**src/rtl/dtc_consts.svh**
```systemverilog
/*
 holds: offsets, field positions and reset values of the dma
 channel time-out control block.
 assumes: included by bare name from the design files.
*/
`ifndef DTC_CONSTS_SVH
`define DTC_CONSTS_SVH
// ****************************************
// register byte offsets
// ****************************************
`define DTC_OFF_SER_STAT0 8'h00
`define DTC_OFF_SER_DEF0  8'h04
`define DTC_OFF_SER_STAT1 8'h08
`define DTC_OFF_SER_DEF1  8'h0c
`define DTC_OFF_PAR_DEF   8'h10
`define DTC_OFF_PAR_STAT  8'h14
`define DTC_OFF_IRQ_STAT  8'h18
`define DTC_OFF_IRQ_CLR   8'h1c
`define DTC_OFF_IRQ_EN    8'h20
// ****************************************
// field positions
// ****************************************
`define DTC_B_FLAG   1
`define DTC_B_LIM_LO 2
`define DTC_B_TEN    7
`define DTC_B_EDB_LO 0
`define DTC_B_OTGL   3
`define DTC_B_ITGL   4
`define DTC_B_CONT   5
`define DTC_B_IEN    6
`define DTC_B_RUN    7
`define DTC_B_TGLWR  4
// ****************************************
// widths and reset values
// ****************************************
`define DTC_IRQ_W    5
`define DTC_RST_LIM  5'h00
`define DTC_RST_IRQ  5'h00
`endif

```
**src/rtl/dtc_pkg.sv**
```systemverilog
/*
 holds: types shared by the dma channel time-out control block.
 assumes: nothing beyond a sv compiler.
*/
package dtc_pkg;
    // counter phase of a serial receive channel
    typedef enum logic {TMO_WAIT, TMO_COUNT} dtc_tmo_e;
    // parallel channel definition as seen by the dma engine
    typedef struct packed {
        logic       run;
        logic       done_irq_enable;
        logic       cont;
        logic       in_tgl;
        logic       out_tgl;
        logic [2:0] edb;
    } dtc_par_cfg_s;
endpackage

```
**src/rtl/dtc_top.sv**
```systemverilog
/*
 holds: apb register slave, serial receive time-out counters,
 parallel channel definition and interrupt status logic.
 assumes: one clock; sof, byte, error and end strobes are
 one-cycle pulses from logic on the same clock.
*/
// Chosen here: the APB interface to the registers and the placing of the registers.
// Overview of operation
// - flag set only on time-out
// - write one clears flag, zero ignored
// - irq enable low keeps run on time-out
// - five bit limit in 1 ms steps
// - each received byte reloads the counter
// - each sof pulse decrements the counter
// - reaching zero sets flag, halts channel if irq enable set
// - count needs enable, run, first byte
// - counter enable bit seven gates time-out
// - serial error ends with flag zero
// - bits two to zero pick descriptor set
// - toggle zero means x, one y
// - toggles change only via status bit four
// - run falling with irq enable interrupts
// - firmware sets run, device clears it
// - direction comes from port mode register
`timescale 1ns/1ps
`default_nettype none
`include "dtc_consts.svh"
module dtc_top
#(
    parameter int NUM_SER = 2,
    parameter int LIM_W   = 5
)
(
    input  wire logic               CLK,
    input  wire logic               SRST,
    input  wire logic               PSEL,
    input  wire logic               PENABLE,
    input  wire logic               PWRITE,
    input  wire logic [7:0]         PADDR,
    input  wire logic [31:0]        PWDATA,
    output var  logic [31:0]        PRDATA,
    output var  logic               PREADY,
    output var  logic               PSLVERR,
    input  wire logic               SOF_PULSE,
    input  wire logic [1:0]         RX_BYTE,
    input  wire logic [1:0]         RX_ERR,
    input  wire logic               PP_DIR_IN,
    input  wire logic               PAR_END,
    output var  logic [1:0]         SER_RUN,
    output var  dtc_pkg::dtc_par_cfg_s PAR_CFG,
    output var  logic               IRQ
);
    import dtc_pkg::*;

    // ****************************************
    // elaboration checks
    // ****************************************
    if (NUM_SER != 2)
    begin : g_bad_ser
        $error("NUM_SER must be 2");
    end
    if (LIM_W != 5)
    begin : g_bad_lim
        $error("LIM_W must be 5");
    end

    // ****************************************
    // apb handshake
    // ****************************************
    logic             rdy_q;       // high in the access cycle
    logic             err_q;       // unmapped address answer
    logic [31:0]      rdata_q;     // read data, loaded at setup
    wire logic        setup  = PSEL & ~PENABLE & ~rdy_q;
    wire logic        acc    = PSEL & PENABLE & rdy_q;
    wire logic        wr     = acc & PWRITE;
    wire logic [7:0]  wd     = PWDATA[7:0];

    // ****************************************
    // address decode
    // ****************************************
    wire logic hit_st0 = PADDR == `DTC_OFF_SER_STAT0;
    wire logic hit_df0 = PADDR == `DTC_OFF_SER_DEF0;
    wire logic hit_st1 = PADDR == `DTC_OFF_SER_STAT1;
    wire logic hit_df1 = PADDR == `DTC_OFF_SER_DEF1;
    wire logic hit_pdf = PADDR == `DTC_OFF_PAR_DEF;
    wire logic hit_pst = PADDR == `DTC_OFF_PAR_STAT;
    wire logic hit_ist = PADDR == `DTC_OFF_IRQ_STAT;
    wire logic hit_icl = PADDR == `DTC_OFF_IRQ_CLR;
    wire logic hit_ien = PADDR == `DTC_OFF_IRQ_EN;
    wire logic hit_any = hit_st0 | hit_df0 | hit_st1 | hit_df1
                       | hit_pdf | hit_pst | hit_ist | hit_icl
                       | hit_ien;
    wire logic [1:0] wr_st = {wr & hit_st1, wr & hit_st0};
    wire logic [1:0] wr_df = {wr & hit_df1, wr & hit_df0};
    wire logic wr_pdf = wr & hit_pdf;
    wire logic wr_pst = wr & hit_pst;
    wire logic wr_icl = wr & hit_icl;
    wire logic wr_ien = wr & hit_ien;

    // ****************************************
    // serial channel state
    // ****************************************
    logic [LIM_W-1:0] lim_q  [2];  // time-out limit in ms
    logic [LIM_W-1:0] cnt_q  [2];  // down counter
    logic             ten_q  [2];  // counter enable
    logic             flag_q [2];  // time-out flag
    logic             ien_q  [2];  // completion irq enable
    logic             run_q  [2];  // channel run bit
    logic             runp_q [2];  // run one cycle ago
    dtc_tmo_e         ph_q   [2];  // counter phase
    wire logic [1:0]  expire;      // counter reached zero
    wire logic [1:0]  sfall;       // run fell this cycle
    wire logic [7:0]  st_rd  [2];  // status read image
    wire logic [7:0]  df_rd  [2];  // definition read image

    for (genvar g = 0; g < 2; g++)
    begin : g_ser
        // counting needs enable, run and a first byte
        wire logic cnt_on = ten_q[g] & run_q[g]
                          & (ph_q[g] == TMO_COUNT);
        // last step to zero on a sof pulse
        wire logic exp_w = cnt_on & SOF_PULSE & ~RX_BYTE[g]
                         & (cnt_q[g] == LIM_W'(1));
        // hardware clears run on error or enabled time-out
        wire logic kill = RX_ERR[g] | (exp_w & ien_q[g]);
        assign expire[g] = exp_w;
        assign sfall[g]  = runp_q[g] & ~run_q[g];
        assign st_rd[g]  = {ten_q[g], lim_q[g], flag_q[g], 1'b0};
        assign df_rd[g]  = {run_q[g], ien_q[g], 6'h00};

        // status register fields
        always_ff @(posedge CLK)
        begin
            if (SRST)
            begin
                lim_q[g] <= `DTC_RST_LIM;
                ten_q[g] <= 1'b0;
            end
            else if (wr_st[g])
            begin
                // limit in 1 ms steps
                lim_q[g] <= wd[`DTC_B_LIM_LO +: LIM_W];
                ten_q[g] <= wd[`DTC_B_TEN];
            end
        end

        // time-out flag, set wins over clear
        always_ff @(posedge CLK)
        begin
            if (SRST)
                flag_q[g] <= 1'b0;
            else if (exp_w)
                flag_q[g] <= 1'b1;
            else if (wr_st[g] & wd[`DTC_B_FLAG])
                flag_q[g] <= 1'b0;
        end

        // definition register: irq enable and run
        always_ff @(posedge CLK)
        begin
            if (SRST)
            begin
                ien_q[g]  <= 1'b0;
                run_q[g]  <= 1'b0;
                runp_q[g] <= 1'b0;
            end
            else
            begin
                runp_q[g] <= run_q[g];
                if (wr_df[g])
                    ien_q[g] <= wd[`DTC_B_IEN];
                if (kill)
                    run_q[g] <= 1'b0;
                else if (wr_df[g])
                    run_q[g] <= wd[`DTC_B_RUN];
            end
        end

        // down counter and phase, one per channel
        always_ff @(posedge CLK)
        begin
            if (SRST)
            begin
                cnt_q[g] <= `DTC_RST_LIM;
                ph_q[g]  <= TMO_WAIT;
            end
            else if (!run_q[g] || exp_w)
            begin
                // wait again for a first byte
                ph_q[g] <= TMO_WAIT;
            end
            else if (RX_BYTE[g])
            begin
                cnt_q[g] <= lim_q[g];
                ph_q[g]  <= TMO_COUNT;
            end
            else if (cnt_on && SOF_PULSE)
                cnt_q[g] <= cnt_q[g] - LIM_W'(1);
        end

    end

    // ****************************************
    // parallel channel definition
    // ****************************************
    dtc_par_cfg_s par_q;           // definition register
    logic         prunp_q;         // run one cycle ago
    wire logic    pfall = prunp_q & ~par_q.run;

    // definition fields; direction comes from PP_DIR_IN
    always_ff @(posedge CLK)
    begin
        if (SRST)
        begin
            par_q   <= '0;
            prunp_q <= 1'b0;
        end
        else
        begin
            prunp_q <= par_q.run;
            if (wr_pdf)
            begin
                par_q.edb  <= wd[`DTC_B_EDB_LO +: 3];
                par_q.cont <= wd[`DTC_B_CONT];
                par_q.done_irq_enable  <= wd[`DTC_B_IEN];
            end
            // toggles follow status bit four only
            if (wr_pst && PP_DIR_IN)
                par_q.in_tgl <= wd[`DTC_B_TGLWR];
            if (wr_pst && !PP_DIR_IN)
                par_q.out_tgl <= wd[`DTC_B_TGLWR];
            // end of transfer clears run
            if (PAR_END)
                par_q.run <= 1'b0;
            else if (wr_pdf)
                par_q.run <= wd[`DTC_B_RUN];
        end
    end

    // ****************************************
    // interrupt status, clear and enable
    // ****************************************
    logic [`DTC_IRQ_W-1:0] ist_q;  // sticky status
    logic [`DTC_IRQ_W-1:0] ien_m_q;// enable mask
    logic                  irq_q;  // interrupt output
    // bits: 0,1 time-out; 2,3 serial run fall; 4 parallel run fall
    wire logic [`DTC_IRQ_W-1:0] iev = {
        pfall & par_q.done_irq_enable,
        sfall[1] & ien_q[1],
        sfall[0] & ien_q[0],
        expire[1] & ien_q[1],
        expire[0] & ien_q[0]};
    wire logic [`DTC_IRQ_W-1:0] icl     = wr_icl ? wd[`DTC_IRQ_W-1:0] : '0;
    wire logic [`DTC_IRQ_W-1:0] ist_d   = (ist_q & ~icl) | iev;
    wire logic [`DTC_IRQ_W-1:0] ien_m_d = wr_ien ? wd[`DTC_IRQ_W-1:0] : ien_m_q;

    // set wins over the write-one clear
    always_ff @(posedge CLK)
    begin
        if (SRST)
        begin
            ist_q   <= `DTC_RST_IRQ;
            ien_m_q <= `DTC_RST_IRQ;
            irq_q   <= 1'b0;
        end
        else
        begin
            ist_q   <= ist_d;
            ien_m_q <= ien_m_d;
            irq_q   <= |(ist_d & ien_m_d);
        end
    end

    // ****************************************
    // read data image
    // ****************************************
    wire logic [7:0] pst_rd = PP_DIR_IN ?
        {3'h0, par_q.in_tgl, 4'h0} : {3'h0, par_q.out_tgl, 4'h0};
    wire logic [7:0] rd8 =
        hit_st0 ? st_rd[0] :
        hit_df0 ? df_rd[0] :
        hit_st1 ? st_rd[1] :
        hit_df1 ? df_rd[1] :
        hit_pdf ? par_q    :
        hit_pst ? pst_rd   :
        hit_ist ? {3'h0, ist_q} :
        hit_ien ? {3'h0, ien_m_q} : 8'h00;

    // apb answer: zero-wait access, data fixed at setup
    always_ff @(posedge CLK)
    begin
        if (SRST)
        begin
            rdy_q   <= 1'b0;
            err_q   <= 1'b0;
            rdata_q <= 32'h0000_0000;
        end
        else
        begin
            rdy_q <= setup;
            if (setup)
            begin
                err_q   <= ~hit_any;
                rdata_q <= {24'h00_0000, rd8};
            end
        end
    end

    // ****************************************
    // outputs
    // ****************************************
    assign PRDATA  = rdata_q;
    assign PREADY  = rdy_q;
    assign PSLVERR = err_q;
    assign SER_RUN = {run_q[1], run_q[0]};
    assign PAR_CFG = par_q;
    assign IRQ     = irq_q;
endmodule
`default_nettype wire

```
**config.mk**
```make
export PLATFORM = sky130hd
export DESIGN_NAME = dtc_top
export DESIGN_NICKNAME = d
export VERILOG_FILES = /design/src/rtl/dtc_pkg.sv /design/src/rtl/dtc_top.sv
export VERILOG_INCLUDE_DIRS = /design/src /design/src/rtl
export SDC_FILE = /design/constraint.sdc
export NUM_CORES = 1
export LEC_CHECK = 0
export ABC_AREA = 1
export BUFFER_PORTS_ARGS = -buffer_cell sky130_fd_sc_hd__buf_4
export CORE_UTILIZATION = 44
export CTS_CLUSTER_DIAMETER = 150
export DETAILED_ROUTE_END_ITERATION = 8
export PLACE_DENSITY = 0.75
export SLEW_MARGIN = 20
export SYNTH_ARGS = -nofsm -noshare
export SYNTH_HDL_FRONTEND = slang
export SYNTH_SLANG_ARGS = --single-unit
```
**constraint.sdc**
```tcl
create_clock -name CLK -period 2.1 [get_ports CLK]
set_input_delay 0.42 -clock CLK [delete_from_list [all_inputs] [get_ports CLK]]
set_output_delay 0.42 -clock CLK [all_outputs]
set_load 0.005 [all_outputs]
```
After elaboration in Yosys (flattened, before gate mapping)
Memories as Yosys holds them, arrays and structs flattened.
Index checks and enable logic that the tools add are counted.
{"block": "classes", "muxes": 100, "add_sub_neg": 2, "n_eq_ne": 10, "magnitude_cmp": 0, "bitwise_logic": 79, "multipliers": 0, "shift": 0, "reduce_logical": 12, "div": 0}
{"operator": "$mux 1", "n": 83}
{"operator": "$mux 5", "n": 12}
{"operator": "$mux 8", "n": 5}
{"operator": "$or 1x1->1", "n": 34}
{"operator": "$and 1x1->1", "n": 33}
{"operator": "$eq 8x5->1 const B", "n": 4}
{"operator": "$eq 8x4->1 const B", "n": 2}
{"operator": "$and 5x5->5", "n": 2}
{"operator": "$eq 5x1->1 const B", "n": 2}
{"operator": "$sub 5x1->5 const B", "n": 2}
{"operator": "$eq 8x3->1 const B", "n": 1}
{"operator": "$eq 8x6->1 const B", "n": 1}
{"operator": "$logic_not 8->1", "n": 1}
{"operator": "$not 1->1", "n": 8}
{"operator": "$not 5->5", "n": 1}
{"operator": "$or 5x5->5", "n": 1}
{"operator": "$reduce_or 5->1", "n": 1}
{"operator": "$logic_and 1x1->1", "n": 4}
{"operator": "$logic_not 1->1", "n": 3}
{"operator": "$logic_or 1x1->1", "n": 2}
{"operator": "$reduce_or 2->1", "n": 1}
{"block": "totals", "romBits": 0, "elab_cells": 224, "mem_count": 8, "ff_bits": 30, "latch_bits": 0, "out_inout_bits": 45, "mem_bits_rw": 32}
{"name": "cnt_q", "depth": 2, "width": 5, "rd": 2, "rd_clocked_by_memory_dff": 0, "write_ports": 2, "line_no": "dtc_top.sv:104", "rtl": "logic [LIM_W-1:0] cnt_q [2];"}
{"name": "lim_q", "depth": 2, "width": 5, "rd": 2, "rd_clocked_by_memory_dff": 0, "write_ports": 2, "line_no": "dtc_top.sv:103", "rtl": "logic [LIM_W-1:0] lim_q [2];"}
{"name": "flag_q", "depth": 2, "width": 1, "rd": 2, "rd_clocked_by_memory_dff": 0, "write_ports": 2, "line_no": "dtc_top.sv:106", "rtl": "logic flag_q [2];"}
{"name": "ien_q", "depth": 2, "width": 1, "rd": 2, "rd_clocked_by_memory_dff": 0, "write_ports": 2, "line_no": "dtc_top.sv:107", "rtl": "logic ien_q [2];"}
{"name": "ph_q", "depth": 2, "width": 1, "rd": 2, "rd_clocked_by_memory_dff": 0, "write_ports": 2, "line_no": "dtc_top.sv:110", "rtl": "dtc_tmo_e ph_q [2];"}
{"name": "run_q", "depth": 2, "width": 1, "rd": 2, "rd_clocked_by_memory_dff": 0, "write_ports": 2, "line_no": "dtc_top.sv:108", "rtl": "logic run_q [2];"}
{"name": "2 more memories"}

Logic depth before layout (Yosys ltp)
Gate-level depths: netlist of the first run.
An unclocked memory read counts as a cell.
{"block": "logic_depth", "word_depth": 13, "mapped_depth": 11}

Worst setup path after synthesis of the first run
No wires, ideal clock.
{"block": "synth_path", "path_type": "input port to flip-flop", "start": "input port PADDR[1]", "end": "memory lim_q[1][0], enable pin", "path_buffers": 0, "cell_stages": 5, "arrival_ns": 1.462, "setup_time_ns": 0.377, "slack_ns": 0.260, "required_ns": 1.723, "path_cell_list": "nor2_4 > nand3_1 > nor2_4 > inv_1 > o21ai_0"}
{"element": "from (decl)", "line_no": "dtc_top.sv:39", "rtl": "input wire logic [7:0] PADDR,"}
{"element": "to (decl)", "line_no": "dtc_top.sv:103"}

==> results.yml, run 1 <==
drt:
  vias: 2872
  drt_iter0_markers: 175
  wirelength_um: 7970
  antenna_left: 0
  detail_route.wl_per_cell_um: 14.0
  drt_drc_violations_left: 0
  dr.pass1.iters: 5
  vias_per_cell: 5.03
logic_synthesis:
  syn_inst: 413
  syn_area_um2: 3340
  ys.flop_type: "dfxtp_1"
  ys_ff_latch: 62
  synth_edf_count: 29
  yosys_warnings: 0
  synthArstFlopShare: 0
  yosysSeqAreaShare: 0.459
  synthDistinctLibCells: 38
  syn_avg_cell_area_um2: 8.08
run:
  maxCapViolCount: 0
layout:
  syn_to_final_growth_pct: 16.9
  fill_cells: 713
  layout_commonest_cell: "nand2_1"
  num-nets-final: 523
  n_antenna_cell: 0
  drive_gt1_frac: 0.182
  layout_common_cells: "nand2_1, buf_4, nor2_1"
floorplanning:
  fp.coreArea_um2: 7290
  die_area_um2: 7940
  fp.dieH_um: 89.1
  rows: 31
  initial_utilization: 0.458
  pin_count: 97
  dieWidth_um: 89.1
timing:
  slew_headroom: 0.593
  drv_slew: 0
  max_freq_mhz: 539
  worstMarginPinSlew_ns: 0.610
  period_needed_ns: 1.85
  rsz0062_at_grt: "no"
  finalCritPeriodShare: 0.883
  hold_violations: 0
  whs_ns: 0.323
  fin_skew_ns: 0.00497
  fin_setup_tns_ns: 0
  setup_viol: 0
clock_network:
  clockBufferDepth: 2
  cts_tree: "yes"
  path_clk_slew_ns: 0.07
  cts_root_buf: "clkbuf_8"
  cts_hold_buf: 0
  clk_latency_ns: 0.35
  cts_resized: 0
  cts-buffers-inserted: 9
  cts_setup_buffers: 0
  htree_levels: 3
  cts.sinks: 62
setup_path:
  worstSetupPathType: "flip-flop to flip-flop"
  reg2reg_depth: 7
  crit_path_max_fanout: 6
  cp-end-kind: "flip-flop"
  critPathLaunchType: "flip-flop"
  worstPathRequired_ns: 2.11
  cp_data_arrival_time_ns: 1.87
pwr:
  powerDensity_nw_per_um2: 655
  power.total_mw: 2.56
  leakagePower_nw: 1.68
  vdd_drop_max_mv: 0.332
grt:
  grt_util_all_layers: 0.222
  grt_pass1_vias: 2656
  grt_max_degree: 29
  antenna_found_initial: 0
  grt.overflow.total: 0
  grt_pass1_wl_um: 12900
placed_design:
  globalplace.congestion: 0.828
  io_buffers: 48
  dp_hpwl_um: 5950
run_status:
  status: "complete, no violations"
hold_path:
  hp-class: "input port to flip-flop"
  hold_depth: 3
## per-layer routing
metal,wire [um],track usage
met1,3480,0.288
met2,3780,0.357
met3,537,0.0536
met4,176,0.0938
met5,0,0
## layout make-up
| cell class | count | area (um^2) | area share |
|---|---|---|---|
| clock buffers | 12 | 145 | 0.0372 |
| multi-input cells | 299 | 1500 | 0.383 |
| flip-flops and latches | 62 | 1530 | 0.392 |
| clock inverters | 4 | 46.3 | 0.0119 |
| inverters | 41 | 155 | 0.0397 |
| well taps | 99 | 124 | 0.0317 |
| repair buffers | 54 | 405 | 0.104 |
## cells in the mapped netlist (2+ instances only)
| cell | count | area share |
|---|---|---|
| edfxtp_1 | 29 | 0.26 |
| xnor2_1 | 4 | 0.010 |
| o21ai_0 | 20 | 0.030 |
| dfxtp_1 | 33 | 0.20 |
| ha_1 | 4 | 0.015 |
| o22ai_1 | 2 | 0.0037 |
| xor2_1 | 2 | 0.0052 |
| a211oi_1 | 2 | 0.0045 |
| nor2_1 | 46 | 0.052 |
| o21ai_1 | 5 | 0.0075 |
| nor3_1 | 7 | 0.010 |
| buf_6 | 2 | 0.0067 |
| clkbuf_1 | 5 | 0.0056 |
| a21oi_1 | 30 | 0.045 |
| nand3_1 | 35 | 0.052 |
| inv_1 | 39 | 0.044 |
| nand3_4 | 2 | 0.010 |
| nor2_2 | 2 | 0.0037 |
| buf_4 | 26 | 0.058 |
| nand2_1 | 91 | 0.10 |
| nor2_4 | 6 | 0.020 |
| a31oi_1 | 2 | 0.0037 |
| nand3_2 | 2 | 0.0060 |
| nand4_1 | 3 | 0.0056 |
## worst max-delay path, cell delays in order (launching register included)
cell and delay, ns:
edfxtp_1 0.39, inv_1 0.09, ha_1 0.15, nand3_1 0.10, nor3_1 0.28, nor3_1 0.10, nand2_1 0.16, nand3_1 0.25
## where the power goes
group          internal [mW]  switching (mW)  total [mW]
clock                  0.575           0.473        1.05
combinational         0.0790           0.122       0.201
sequential              1.29          0.0188        1.31
## worst paths after layout
path | startpoint | endpoint | slack (ns)
setup / recovery | cnt_q[0][1] | cnt_q[0][4] | 0.25
hold / removal | PWDATA[0] | PAR_CFG[0] | 0.32
hold reg to reg | PSLVERR | PSLVERR | 0.47
setup reg to reg | cnt_q[0][1] | cnt_q[0][4] | 0.25
## sequential cells by signal (all words and copies together) (netlist names), 2 cells and up
register,flops
ten_q,2
ien_m_q,5
PAR_CFG,8
runp_q,2
ist_q,5
flag_q,2
cnt_q,10
lim_q,10
PRDATA,8
run_q,2
ien_q,2
ph_q,2
## stage by stage
stage	std cells	utilization	worst slack (ns)	cell area, um^2
after detailed placement	555	0.509	0.267	3710
after floorplan	436	-	0.260	3420
after CTS	571	0.535	0.249	3900
final	571	0.535	0.246	3900
after global routing	571	0.535	0.0385	3900
after global placement	555	0.509	0.335	3710
## cells by family after synthesis
family	synth area share
XOR/XNOR	0.0157
adder cells (fa/ha/maj)	0.0150
AO/OA/AOI/OAI	0.0989
buffers and inverters	0.119
flip-flops	0.459
other	0.00112
AND/OR/NAND/NOR	0.292
Note: power is estimated with default switching activity, not from simulation.
==> inputs of run 2 (changes only) <==
- CORE_ASPECT_RATIO: default -> 0.9
- SLEW_MARGIN: 20 -> default
==> results.yml, run 2 (synthesis results as in run 1) <==
run_status:
  status: "complete, no violations"
setup_path:
  cp_data_arrival_time_ns: 1.84
  worstPathRequired_ns: 2.14
  cp-end-kind: "flip-flop"
  crit_end: "cnt_q[0][2]"
  worstSetupPathType: "flip-flop to flip-flop"
  reg2reg_depth: 7
  timing.rr.end: "cnt_q[0][2]"
  critPathLaunchType: "flip-flop"
  startpoint: "cnt_q[0][1]"
  crit_path_max_fanout: 6
  reg2reg_from: "cnt_q[0][1]"
  ff2ff_setup_slack_ns: 0.29
clock_network:
  cts-buffers-inserted: 9
  cts_root_buf: "clkbuf_8"
  cts_resized: 0
  cts_hold_buf: 0
  cts_setup_buffers: 0
  cts.sinks: 62
  cts_tree: "yes"
  path_clk_slew_ns: 0.07
  htree_levels: 3
  clockBufferDepth: 2
  clk_latency_ns: 0.34
timing:
  rsz0062_at_grt: "no"
  finalCritPeriodShare: 0.860
  worst_slack_ns: 0.295
  slew_headroom: 0.663
  period_needed_ns: 1.81
  worstMarginPinSlew_ns: 0.505
  fin_skew_ns: 0.00625
  max_freq_mhz: 554
  fin_setup_tns_ns: 0
  drv_slew: 0
  setup_viol: 0
  hold_violations: 0
layout:
  layout_commonest_cell: "nand2_1"
  num-nets-final: 526
  n_antenna_cell: 0
  fin_util: 0.545
  top_regs: "cnt_q x10, lim_q x10"
  drive_gt1_frac: 0.189
  syn_to_final_growth_pct: 17.3
  fin_cells: 568
  layout_common_cells: "nand2_1, buf_4, nor2_1"
floorplanning:
  fp.coreArea_um2: 7180
  dieWidth_um: 93.8
  rows: 29
  die_area_um2: 7940
  initial_utilization: 0.465
  pin_count: 97
  fp.dieH_um: 84.6
drt:
  antenna_left: 0
  drt_iter0_markers: 255
  detail_route.wl_per_cell_um: 13.9
  dr.pass1.iters: 5
  wirelength_um: 7910
  drt_drc_violations_left: 0
  vias: 2914
  vias_per_cell: 5.13
pwr:
  vdd_drop_max_mv: 0.454
  leakagePower_nw: 1.70
  powerDensity_nw_per_um2: 636
placed_design:
  dp_hpwl_um: 6090
  globalplace.congestion: 0.902
  preCtsSetupSlack_ns: 0.274
  dp_cells: 552
  io_buffers: 48
grt:
  grt.overflow.total: 0
  antenna_found_initial: 0
  grt_util_all_layers: 0.208
  grt_max_degree: 23
  grt_pass1_wl_um: 12400
  grt_pass1_vias: 2578
hold_path:
  hp-class: "input port to flip-flop"
run:
  maxCapViolCount: 0
## run 2: changes by cell type in the layout (fill, tap and decap cells not counted)
cell / change
buf_4: +3
bufinv_16: -1
clkbuf_16: +1
clkinv_1: -1
clkinv_2: +1
## run 2: worst max-delay path, cell delays in order (launching register included)
cell and delay, ns:
edfxtp_1 0.38, inv_1 0.09, ha_1 0.14, nand3_1 0.09
nor3_1 0.33, nor3_1 0.11, nand2_1 0.15, nand3_1 0.20
## run 2: how the worst min path moves through the flow
stage,start,endpoint,slack [ns],cells past startpoint
3_5_place_dp,PSLVERR,PSLVERR,0.46,2
6_report,SRST,PRDATA[7],0.30,2
3_3_place_gp,PRDATA[7],PRDATA[7],0.46,2
4_1_cts,SRST,PRDATA[7],0.29,2
5_1_grt,SRST,PRDATA[7],0.29,2
2_1_floorplan,ist_q[0],ist_q[0],0.46,2
## run 2: report_power, final
| part | switching (mW) | internal [mW] | total [mW] |
|---|---|---|---|
| logic | 0.123 | 0.0805 | 0.203 |
| clock network | 0.449 | 0.529 | 0.978 |
| registers | 0.0184 | 1.29 | 1.31 |
## run 2: through the flow
stage          instance area, um^2  hold WS, ns  total power, mW
2_1_floorplan                 3420        0.461             1.47
5_1_grt                       3920        0.293             2.58
3_5_place_dp                  3730        0.462             1.53
3_3_place_gp                  3730        0.457             1.53
6_report                      3920        0.304             2.49
4_1_cts                       3920        0.286             2.51
## run 2: final cells by class
| type | count | area [um^2] |
|---|---|---|
| Fill cell | 701 | 3270 |
| Tap cell | 93 | 116 |
| Inverter | 41 | 155 |
| Timing Repair Buffer | 57 | 428 |
| Clock buffer | 13 | 170 |
| Multi-Input combinational cell | 299 | 1500 |
| Clock inverter | 3 | 17.5 |
| Sequential cell | 62 | 1530 |
## run 2: metal layers
metal	part of all wire	routed length (um)	track usage	vias up
met4	0.030	235	0.105	0
met5	0	0	0	-
met1	0.45	3590	0.287	1334
met2	0.44	3510	0.301	135
li1	-	-	-	1426
met3	0.072	569	0.0553	19
